$ cat src/core/step_seq_pkg.sv
// constants, register map and carrier types of the step sequencer
package step_seq_pkg;

  // ****************************************************************
  // timing
  // ****************************************************************
  localparam int unsigned CLK_PERIOD_NS = 50;
  localparam int unsigned HUNDREDTH_NS = 10_000_000;
  localparam int unsigned HUNDREDTH_CYCLES = HUNDREDTH_NS / CLK_PERIOD_NS;

  // ****************************************************************
  // sizes
  // ****************************************************************
  localparam int unsigned STEP_NUM = 16;
  localparam int unsigned POOL_NUM = 128;
  localparam int unsigned SEQ_WORDS = 4;

  // ****************************************************************
  // register byte offsets
  // ****************************************************************
  localparam logic [11:0] OFS_CTRL = 12'h000;
  localparam logic [11:0] OFS_STATUS = 12'h004;
  localparam logic [11:0] OFS_TIMEBASE = 12'h008;
  localparam logic [11:0] OFS_BASE_INDEX = 12'h00C;
  localparam logic [11:0] OFS_COUNTS = 12'h040;
  localparam logic [11:0] OFS_EVSEL = 12'h080;
  localparam logic [11:0] OFS_PATTERN = 12'h0C0;
  localparam logic [11:0] OFS_POOL = 12'h200;
  localparam logic [11:0] TABLE_SPAN = 12'h040;
  localparam logic [11:0] POOL_SPAN = 12'h200;

  // word positions inside the sequencer's four pool words
  localparam logic [6:0] WORD_STEP_COUNT = 7'h00;
  localparam logic [6:0] WORD_TICK_TIMER = 7'h01;
  localparam logic [6:0] WORD_PRESET = 7'h02;
  localparam logic [6:0] WORD_CURRENT = 7'h03;

  // ****************************************************************
  // reset values and bus response codes
  // ****************************************************************
  localparam logic [4:0] PRESET_RESET = 5'h01;
  localparam logic [15:0] TIMEBASE_RESET = 16'h0001;
  localparam logic [6:0] BASE_INDEX_RESET = 7'h00;

  localparam logic [1:0] RESP_OKAY = 2'h0;
  localparam logic [1:0] RESP_DECERR = 2'h3;

  // ****************************************************************
  // types
  // ****************************************************************
  typedef struct packed {
    logic event_variant;
    logic non_retentive;
    logic reset;
    logic jog;
    logic start;
    logic run;
  } ctrl_type;

  localparam ctrl_type CTRL_RESET = 6'h00;

  typedef struct packed {
    logic enable;
    logic [3:0] point;
  } evsel_type;

  typedef enum logic [1:0] {
    ST_PROGRAM = 2'h0,
    ST_ACTIVE = 2'h1,
    ST_COMPLETE = 2'h3
  } seq_state_type;

endpackage : step_seq_pkg

$ cat src/core/hundredth_tick.sv
// free running divider giving one pulse per hundredth of a second
`timescale 1ns/1ns
`default_nettype none
module hundredth_tick
  import step_seq_pkg::*;
#(
  parameter int unsigned DIVIDE = HUNDREDTH_CYCLES
)(
  input wire logic clk_sys_i, // system clock
  input wire logic rst_b_i, // async reset, active low
  output logic tick_o // one-cycle pulse
);

  logic [31:0] count;

  always_ff @(posedge clk_sys_i or negedge rst_b_i)
  begin
    if (!rst_b_i)
    begin
      count <= 32'h0000_0000;
      tick_o <= 1'b0;
    end
    else if (count >= 32'(DIVIDE - 1))
    begin
      count <= 32'h0000_0000;
      tick_o <= 1'b1;
    end
    else
    begin
      count <= count + 32'h0000_0001;
      tick_o <= 1'b0;
    end
  end

endmodule : hundredth_tick
`default_nettype wire

$ cat src/core/step_sequencer.sv
// sixteen-step output sequencer with an AXI4-Lite register file
// Behaviour
// - final step done sets flag and complete in the same cycle
// - complete holds final pattern, ignores start, jog
// - reset or run entry clears flag; reset loads preset
// - start acts only while reset inactive
// - start off freezes step, count, timer, outputs, but jog still steps
// - event variant: jog rising edge advances step
// - reset beats start, forces preset step
// - held in preset while reset active
// - preset 1..16, entered on reset, non-retentive or post-complete run entry
// - each step has own count parameter
// - four words at base index among 128
// - one optional event point per step
// - outputs follow current step in run mode
// - non-retentive run entry clears, loads preset
// - retentive default keeps all four words unless flag set
// - current step stays final when complete
// - jog clears timer, timing restarts at once
// - jog in final step completes the sequence
// - step time is hundredths x timebase x counts
// - timer runs only while step event true
`timescale 1ns/1ns
`default_nettype none
module step_sequencer
  import step_seq_pkg::*;
#(
  parameter int unsigned TICK_CYCLES = HUNDREDTH_CYCLES
)(
  input wire logic clk_sys_i, // system clock, 20 MHz
  input wire logic rst_b_i, // async reset, active low
  input wire logic scan_i, // controller scan strobe
  input wire logic [15:0] event_points_i, // discrete event points
  output logic [15:0] pattern_o, // step output pattern
  output logic complete_o, // completion flag
  input wire logic [11:0] s_axi_awaddr, // write address
  input wire logic s_axi_awvalid, // write address valid
  output logic s_axi_awready, // write address ready
  input wire logic [31:0] s_axi_wdata, // write data
  input wire logic [3:0] s_axi_wstrb, // write byte enables
  input wire logic s_axi_wvalid, // write data valid
  output logic s_axi_wready, // write data ready
  output logic [1:0] s_axi_bresp, // write response
  output logic s_axi_bvalid, // write response valid
  input wire logic s_axi_bready, // write response ready
  input wire logic [11:0] s_axi_araddr, // read address
  input wire logic s_axi_arvalid, // read address valid
  output logic s_axi_arready, // read address ready
  output logic [31:0] s_axi_rdata, // read data
  output logic [1:0] s_axi_rresp, // read response
  output logic s_axi_rvalid, // read data valid
  input wire logic s_axi_rready // read data ready
);

  // ****************************************************************
  // storage
  // ****************************************************************
  ctrl_type ctrl;
  logic [15:0] timebase;
  logic [6:0] base_index;
  logic [15:0] counts [STEP_NUM];
  evsel_type evsel [STEP_NUM];
  logic [15:0] pattern [STEP_NUM];
  logic [15:0] step_count_word;
  logic [15:0] tick_timer_word;
  logic [4:0] preset_step_word;
  logic [4:0] current_step_word;
  logic completion_flag;
  seq_state_type state;
  logic run_q;
  logic jog_q;
  logic [15:0] pending;
  logic tick;

  // ****************************************************************
  // write channel
  // ****************************************************************
  logic [11:0] aw_addr;
  logic aw_held;
  logic [31:0] w_data;
  logic [3:0] w_strb;
  logic w_held;
  logic wr_go;
  logic wr_hit;
  logic [31:0] wr_word;
  logic [11:0] wr_rel;
  logic [6:0] wr_pool_off;

  assign s_axi_awready = !aw_held;
  assign s_axi_wready = !w_held;
  assign wr_go = aw_held && w_held && !s_axi_bvalid;

  always_comb
  begin
    for (int b = 0; b < 4; b++)
    begin
      wr_word[8*b +: 8] = w_strb[b] ? w_data[8*b +: 8] : 8'h00;
    end
  end

  always_ff @(posedge clk_sys_i or negedge rst_b_i)
  begin
    if (!rst_b_i)
    begin
      aw_held <= 1'b0;
      aw_addr <= 12'h000;
      w_held <= 1'b0;
      w_data <= 32'h0000_0000;
      w_strb <= 4'h0;
      s_axi_bvalid <= 1'b0;
      s_axi_bresp <= RESP_OKAY;
    end
    else
    begin
      if (s_axi_awvalid && !aw_held)
      begin
        aw_held <= 1'b1;
        aw_addr <= s_axi_awaddr;
      end
      if (s_axi_wvalid && !w_held)
      begin
        w_held <= 1'b1;
        w_data <= s_axi_wdata;
        w_strb <= s_axi_wstrb;
      end
      if (wr_go)
      begin
        aw_held <= 1'b0;
        w_held <= 1'b0;
        s_axi_bvalid <= 1'b1;
        s_axi_bresp <= wr_hit ? RESP_OKAY : RESP_DECERR;
      end
      else if (s_axi_bvalid && s_axi_bready)
      begin
        s_axi_bvalid <= 1'b0;
      end
    end
  end

  // write decode
  always_comb
  begin
    wr_rel = aw_addr - OFS_POOL;
    wr_pool_off = wr_rel[8:2] - base_index;
    wr_hit = 1'b0;
    if (aw_addr == OFS_CTRL || aw_addr == OFS_TIMEBASE || aw_addr == OFS_BASE_INDEX
        || aw_addr == OFS_STATUS)
    begin
      wr_hit = 1'b1;
    end
    else if ((aw_addr >= OFS_COUNTS && aw_addr < OFS_PATTERN + TABLE_SPAN)
             || (aw_addr >= OFS_POOL && aw_addr < OFS_POOL + POOL_SPAN))
    begin
      wr_hit = 1'b1;
    end
  end

  // ****************************************************************
  // configuration registers
  // ****************************************************************
  always_ff @(posedge clk_sys_i or negedge rst_b_i)
  begin
    if (!rst_b_i)
    begin
      ctrl <= CTRL_RESET;
      timebase <= TIMEBASE_RESET;
      base_index <= BASE_INDEX_RESET;
      for (int s = 0; s < STEP_NUM; s++)
      begin
        counts[s] <= 16'h0000;
        evsel[s] <= 5'h00;
        pattern[s] <= 16'h0000;
      end
    end
    else if (wr_go)
    begin
      if (aw_addr == OFS_CTRL)
        ctrl <= wr_word[5:0];
      if (aw_addr == OFS_TIMEBASE)
        timebase <= wr_word[15:0];
      if (aw_addr == OFS_BASE_INDEX)
        base_index <= (wr_word[6:0] > 7'(POOL_NUM - SEQ_WORDS)) ?
                      7'(POOL_NUM - SEQ_WORDS) : wr_word[6:0];
      if (aw_addr[11:6] == OFS_COUNTS[11:6])
        counts[aw_addr[5:2]] <= wr_word[15:0];
      if (aw_addr[11:6] == OFS_EVSEL[11:6])
        evsel[aw_addr[5:2]] <= wr_word[4:0];
      if (aw_addr[11:6] == OFS_PATTERN[11:6])
        pattern[aw_addr[5:2]] <= wr_word[15:0];
    end
  end

  // ****************************************************************
  // read channel
  // ****************************************************************
  logic [11:0] rd_rel;
  logic [6:0] rd_pool_off;
  logic [31:0] rd_word;
  logic rd_hit;

  assign s_axi_arready = !s_axi_rvalid;

  always_comb
  begin
    rd_rel = s_axi_araddr - OFS_POOL;
    rd_pool_off = rd_rel[8:2] - base_index;
    rd_word = 32'h0000_0000;
    rd_hit = 1'b1;
    if (s_axi_araddr == OFS_CTRL)
      rd_word = {26'h0000000, ctrl};
    else if (s_axi_araddr == OFS_STATUS)
      rd_word = {25'h0000000, current_step_word, state == ST_COMPLETE, completion_flag};
    else if (s_axi_araddr == OFS_TIMEBASE)
      rd_word = {16'h0000, timebase};
    else if (s_axi_araddr == OFS_BASE_INDEX)
      rd_word = {25'h0000000, base_index};
    else if (s_axi_araddr[11:6] == OFS_COUNTS[11:6])
      rd_word = {16'h0000, counts[s_axi_araddr[5:2]]};
    else if (s_axi_araddr[11:6] == OFS_EVSEL[11:6])
      rd_word = {27'h0000000, evsel[s_axi_araddr[5:2]]};
    else if (s_axi_araddr[11:6] == OFS_PATTERN[11:6])
      rd_word = {16'h0000, pattern[s_axi_araddr[5:2]]};
    else if (s_axi_araddr >= OFS_POOL && s_axi_araddr < OFS_POOL + POOL_SPAN)
    begin
      case (rd_pool_off)
        WORD_STEP_COUNT: rd_word = {16'h0000, step_count_word};
        WORD_TICK_TIMER: rd_word = {16'h0000, tick_timer_word};
        WORD_PRESET: rd_word = {27'h0000000, preset_step_word};
        WORD_CURRENT: rd_word = {27'h0000000, current_step_word};
        default: rd_word = 32'h0000_0000;
      endcase
    end
    else
      rd_hit = 1'b0;
  end

  always_ff @(posedge clk_sys_i or negedge rst_b_i)
  begin
    if (!rst_b_i)
    begin
      s_axi_rvalid <= 1'b0;
      s_axi_rdata <= 32'h0000_0000;
      s_axi_rresp <= RESP_OKAY;
    end
    else if (s_axi_arvalid && !s_axi_rvalid)
    begin
      s_axi_rvalid <= 1'b1;
      s_axi_rdata <= rd_word;
      s_axi_rresp <= rd_hit ? RESP_OKAY : RESP_DECERR;
    end
    else if (s_axi_rvalid && s_axi_rready)
    begin
      s_axi_rvalid <= 1'b0;
    end
  end

  // ****************************************************************
  // hundredth-second time base, gathered between scans
  // ****************************************************************
  hundredth_tick #(
    .DIVIDE(TICK_CYCLES)
  ) u_tick (
    .clk_sys_i(clk_sys_i),
    .rst_b_i(rst_b_i),
    .tick_o(tick)
  );

  always_ff @(posedge clk_sys_i or negedge rst_b_i)
  begin
    if (!rst_b_i)
      pending <= 16'h0000;
    else if (scan_i)
      pending <= {15'h0000, tick}; // a tick in the scan cycle is kept
    else if (tick && pending != 16'hFFFF)
      pending <= pending + 16'h0001;
  end

  // ****************************************************************
  // step evaluation
  // ****************************************************************
  logic [3:0] cur_idx;
  logic [4:0] last_step;
  logic at_last;
  logic run_rise;
  logic jog_rise;
  logic ev_true;
  logic [16:0] timer_sum;
  logic [15:0] eff_base;
  logic [15:0] count_inc;

  always_comb
  begin
    last_step = 5'(STEP_NUM);
    for (int s = 0; s < STEP_NUM; s++)
    begin
      if (counts[s] != 16'h0000 || evsel[s].enable)
        last_step = 5'(s + 1);
    end
  end

  assign cur_idx = 4'(current_step_word - 5'h01);
  assign at_last = current_step_word >= last_step;
  assign run_rise = ctrl.run && !run_q;
  assign jog_rise = ctrl.jog && !jog_q && ctrl.event_variant;
  assign ev_true = !evsel[cur_idx].enable || event_points_i[evsel[cur_idx].point];
  assign eff_base = (timebase == 16'h0000) ? 16'h0001 : timebase;
  assign timer_sum = {1'b0, tick_timer_word} + {1'b0, pending};
  assign count_inc = step_count_word + 16'h0001;

  always_ff @(posedge clk_sys_i or negedge rst_b_i)
  begin
    if (!rst_b_i)
    begin
      run_q <= 1'b0;
      jog_q <= 1'b0;
      state <= ST_PROGRAM;
      completion_flag <= 1'b0;
      step_count_word <= 16'h0000;
      tick_timer_word <= 16'h0000;
      current_step_word <= PRESET_RESET;
    end
    else if (scan_i)
    begin
      run_q <= ctrl.run;
      jog_q <= ctrl.jog;
      if (!ctrl.run)
        state <= ST_PROGRAM;
      else if (ctrl.reset || run_rise)
      begin
        state <= ST_ACTIVE;
        completion_flag <= 1'b0;
        if (ctrl.reset || ctrl.non_retentive || completion_flag)
        begin
          current_step_word <= preset_step_word;
          step_count_word <= 16'h0000;
          tick_timer_word <= 16'h0000;
        end
      end
      else if (state == ST_ACTIVE)
      begin
        if (jog_rise)
        begin
          step_count_word <= 16'h0000;
          tick_timer_word <= 16'h0000;
          if (at_last)
          begin
            completion_flag <= 1'b1;
            state <= ST_COMPLETE;
          end
          else
            current_step_word <= current_step_word + 5'h01;
        end
        else if (ctrl.start && ev_true)
        begin
          if (counts[cur_idx] == 16'h0000 || (timer_sum >= {1'b0, eff_base}
              && count_inc >= counts[cur_idx]))
          begin
            if (at_last)
            begin
              completion_flag <= 1'b1;
              state <= ST_COMPLETE;
            end
            else
            begin
              current_step_word <= current_step_word + 5'h01;
              step_count_word <= 16'h0000;
              tick_timer_word <= 16'h0000;
            end
          end
          else if (timer_sum >= {1'b0, eff_base})
          begin
            step_count_word <= count_inc;
            tick_timer_word <= 16'(timer_sum - {1'b0, eff_base});
          end
          else
            tick_timer_word <= timer_sum[15:0];
        end
      end
    end
  end

  // preset word, software writable through its pool slot
  always_ff @(posedge clk_sys_i or negedge rst_b_i)
  begin
    if (!rst_b_i)
      preset_step_word <= PRESET_RESET;
    else if (wr_go && aw_addr >= OFS_POOL && aw_addr < OFS_POOL + POOL_SPAN
             && wr_pool_off == WORD_PRESET)
    begin
      if (wr_word[4:0] != 5'h00 && wr_word[4:0] <= 5'(STEP_NUM))
        preset_step_word <= wr_word[4:0];
    end
  end

  // ****************************************************************
  // outputs
  // ****************************************************************
  always_ff @(posedge clk_sys_i or negedge rst_b_i)
  begin
    if (!rst_b_i)
      pattern_o <= 16'h0000;
    else if (run_q)
      pattern_o <= pattern[cur_idx];
    else
      pattern_o <= 16'h0000;
  end

  assign complete_o = completion_flag;

endmodule : step_sequencer
`default_nettype wire

$ cat config.mk
export PLATFORM = sky130hd
export DESIGN_NAME = step_sequencer
export DESIGN_NICKNAME = d
export VERILOG_FILES = /design/src/core/step_seq_pkg.sv /design/src/core/hundredth_tick.sv /design/src/core/step_sequencer.sv
export SDC_FILE = /design/constraint.sdc
export NUM_CORES = 2
export LEC_CHECK = 0
export ABC_AREA = 0
export BUFFER_PORTS_ARGS = -buffer_cell sky130_fd_sc_hd__buf_2
export CAP_MARGIN = 20
export CELL_PAD_IN_SITES_DETAIL_PLACEMENT = 1
export CELL_PAD_IN_SITES_GLOBAL_PLACEMENT = 2
export CORE_MARGIN = 5
export CORE_UTILIZATION = 40
export DETAILED_ROUTE_END_ITERATION = 6
export GPL_ROUTABILITY_DRIVEN = 0
export GPL_TIMING_DRIVEN = 0
export PLACE_DENSITY_LB_ADDON = 0.15
export SLEW_MARGIN = 20
export SYNTH_ARGS = -nofsm -noshare
export SYNTH_HDL_FRONTEND = slang
export SYNTH_SLANG_ARGS = --single-unit
$ cat constraint.sdc
create_clock -name clk_sys_i -period 17.6 [get_ports clk_sys_i]
set_clock_uncertainty 0.2 [all_clocks]
set_input_delay 0.88 -clock clk_sys_i [delete_from_list [all_inputs] [get_ports clk_sys_i]]
set_output_delay 0.88 -clock clk_sys_i [all_outputs]
set_load 0.03 [all_outputs]
==> qor.yml <==
floorplan:
  die_h_um: 335.4
  fp.dieW_um: 335.4
  ioPinCount: 142
  initial_utilization_pct: 40.24
  core_um2: 105300
  die-area_um2: 112500
  fp-row-count: 119
route:
  drc_errors: 0
  drt.antenna.violating_nets: 0
  wl_mm: 189.3
  wire_per_inst_um: 33.14
  route.met3.wl_mm: 20.57
  dr.pass1.iters: 5
  dr.max_layer_used: "met5"
  wl_met2_mm: 82.75
  wl_met1_mm: 76.27
  vias_per_cell: 6.336
  num_vias: 36200
  drt_iter0_drc: 4135
grt:
  grt_pass1_wl_mm: 270.9
  grt_max_degree: 124
  grt_pass1_vias: 36730
  antenna_found_initial: 16
  track_usage_pct: 33.38
  grt_overflow: 0
synthesis:
  yosys_warnings: 0
  synthTopCellsByArea: "dfrtp_1, mux4_2, o21ai_0"
  synth_top_area_share_pct: 46.19
  ys_ff_latch: 785
  synth_top_area_cell: "dfrtp_1"
  ys_seq_area_share_pct: 46.38
  ys_top_cells_by_count: "nand2_1, dfrtp_1, o21ai_0"
  synth_cells: 3993
  synth.avg_cell_area_um2: 10.61
  synth_edf_count: 0
  yosys_most_used_dff: "dfrtp_1"
  synth_cell_types: 79
  yosysMostFrequentCell: "nand2_1"
  synth_area_um2: 42360
  ys_async_sr_fraction_pct: 100.0
status:
  status: "completed"
worst_setup_path:
  critPathBufInv: 12
  crit_cells: 25
  start_kind: "register"
  cp_data_arrival_time_ns: 9.47
  crit_slowest_cell: "clkbuf_1"
  cp.required_ns: 17.98
  reg2reg_depth: 25
  reg2reg_to: "step_count_word[12]"
  crit_start: "current_step_word[0]"
  crit_end: "step_count_word[12]"
  critPathTopFamily: "buffers and inverters"
  worstSetupEndpointType: "register"
  rrSetupSlack_ns: 8.51
  crit_type: "register to register"
  max_stage_delay_ns: 0.94
  rr_startpoint: "current_step_word[0]"
  worstPathMaxFanout: 11
cells_and_area:
  fin_area_um2: 48450
  syn2layout_area_growth_pct: 14.36
  nets: 4394
  drive_above_1_share_pct: 17.90
  fin_util_pct: 46.02
sta:
  setup_tns_ns: 0
  post-route-period-util_pct: 51.63
  fmax_ghz: 0.1101
  worstMarginPinSlew_ns: 1.293
  slew_violations: 0
  hold_violations: 0
  max-slew-margin-rel_pct: 13.16
  rsz0062_at_grt: "no"
  timing.hold.ws_ns: 0.1724
  setup_viol: 0
  period_minus_slack_ns: 9.087
  layout_setup_ws_ns: 8.513
clock_network:
  clk_pin_slew_ns: 0.06
  cts_sinks: 785
  clockRootBuffer: "clkbuf_16"
  cts_tree: "done"
  clk_path_buf_depth: 3
  clkLatencyLatePin_ns: 0.70
  htreeDepth: 3
  ctsResizeCount: 0
  cts_inserted_buffers: 94
job:
  max_cap_viol_count: 0
power:
  p_leak_uw: 0.02056
  ir_worst_vdd_mv: 0.09697
  pwr_density_cell_nw_per_um2: 113.9
worst_hold_path:
  hp-start: "s_axi_rready"
  hold_class: "input port to register"
placed_design:
  dpl.hpwl_mm: 142.6
  dpl_cell_area_um2: 45080
  pre_cts_slack_ns: 8.805
  port_buffers: 105
==> state kept, by name (all words and copies together) (netlist names), 2 cells and up <==
| register | count |
|---|---|
| step_count_word | 16 |
| pattern | 256 |
| counts | 256 |
| pattern_o | 16 |
| ctrl | 6 |
| current_step_word | 5 |
| tick_timer_word | 16 |
| timebase | 16 |
| aw_addr | 12 |
| s_axi_rdata | 16 |
| base_index | 7 |
| state | 2 |
| pending | 16 |
| evsel | 80 |
| preset_step_word | 5 |
| w_strb | 2 |
| u_tick.count | 32 |
| w_data | 16 |
==> kinds of logic (layout without fill, tap and decap cells) <==
| family | count (synthesis) | count (layout) | share of synthesized area (%) |
|---|---|---|---|
| simple gates | 1320 | 1320 | 13.27 |
| compound gates | 918 | 918 | 11.93 |
| flops | 785 | 785 | 46.38 |
| mux | 435 | 435 | 20.77 |
| buf+inv | 387 | 678 | 3.884 |
| xor+xnor | 74 | 74 | 1.548 |
| fa+ha+maj | 73 | 73 | 2.209 |
| other cells | 1 | 39 | 0.008852 |
==> area by class of cell <==
| cell class | count | area, µm² |
|---|---|---|
| antenna | 9 | 22.52 |
| buffer | 320 | 1429 |
| clock buffer | 134 | 2775 |
| clock inverter | 38 | 534.3 |
| fill | 11550 | 56820 |
| inverter | 67 | 251.5 |
| multi-input combinational | 2850 | 21220 |
| sequential | 785 | 19650 |
| tap | 1391 | 1740 |
| timing repair buffer | 119 | 830.8 |
==> where the power goes <==
group / internal (µW) / switching [µW] / leakage (µW)
clock: 1260 / 841 / 0.00164
sequential: 1900 / 102 / 0.0108
combinational: 355 / 1060 / 0.00809
total: 3520 / 2000 / 0.0206
==> timing repair <==
action,in CTS,in global routing
endpoints found under the hold margin,20,0
setup buffers,0,0
hold buffers,1,0
setup endpoints to repair,0,0
==> worst min path at each step <==
stage               endpoint  slack [ns]  cells after the start
3_5_place_dp   base_index[5]        0.27                      2
3_3_place_gp   base_index[5]        0.26                      2
6_report        s_axi_rvalid        0.17                      2
2_1_floorplan  base_index[4]        0.25                      2
5_1_grt         s_axi_rvalid        0.16                      2
4_1_cts         s_axi_rvalid        0.14                      2
==> metrics by stage <==
| stage | power [µW] | cells |
|---|---|---|
| floorplan | 2675 | 4022 |
| global placement | 3361 | 5518 |
| detailed placement | 3390 | 5531 |
| CTS | 5494 | 5704 |
| global route | 5676 | 5704 |
| finish | 5519 | 5713 |
==> cell usage in the layout (no fill, tap or decap), types with 70 or more instances in the layout <==
cell type,n
o21ai_0,705
clkbuf_16,96
clkbuf_1,241
nand2_1,909
nor2_1,129
mux4_2,351
buf_2,141
ha_1,70
dfrtp_1,782
nor4_1,72
==> metal layers <==
layer / track usage (%) / vias up
met5: 0 / -
met3: 10.34 / 442
li1: - / 14930
met2: 49.97 / 1994
met1: 45.21 / 18830
met4: 14.24 / 6
No activity file was read; power rests on OpenSTA's default activity.
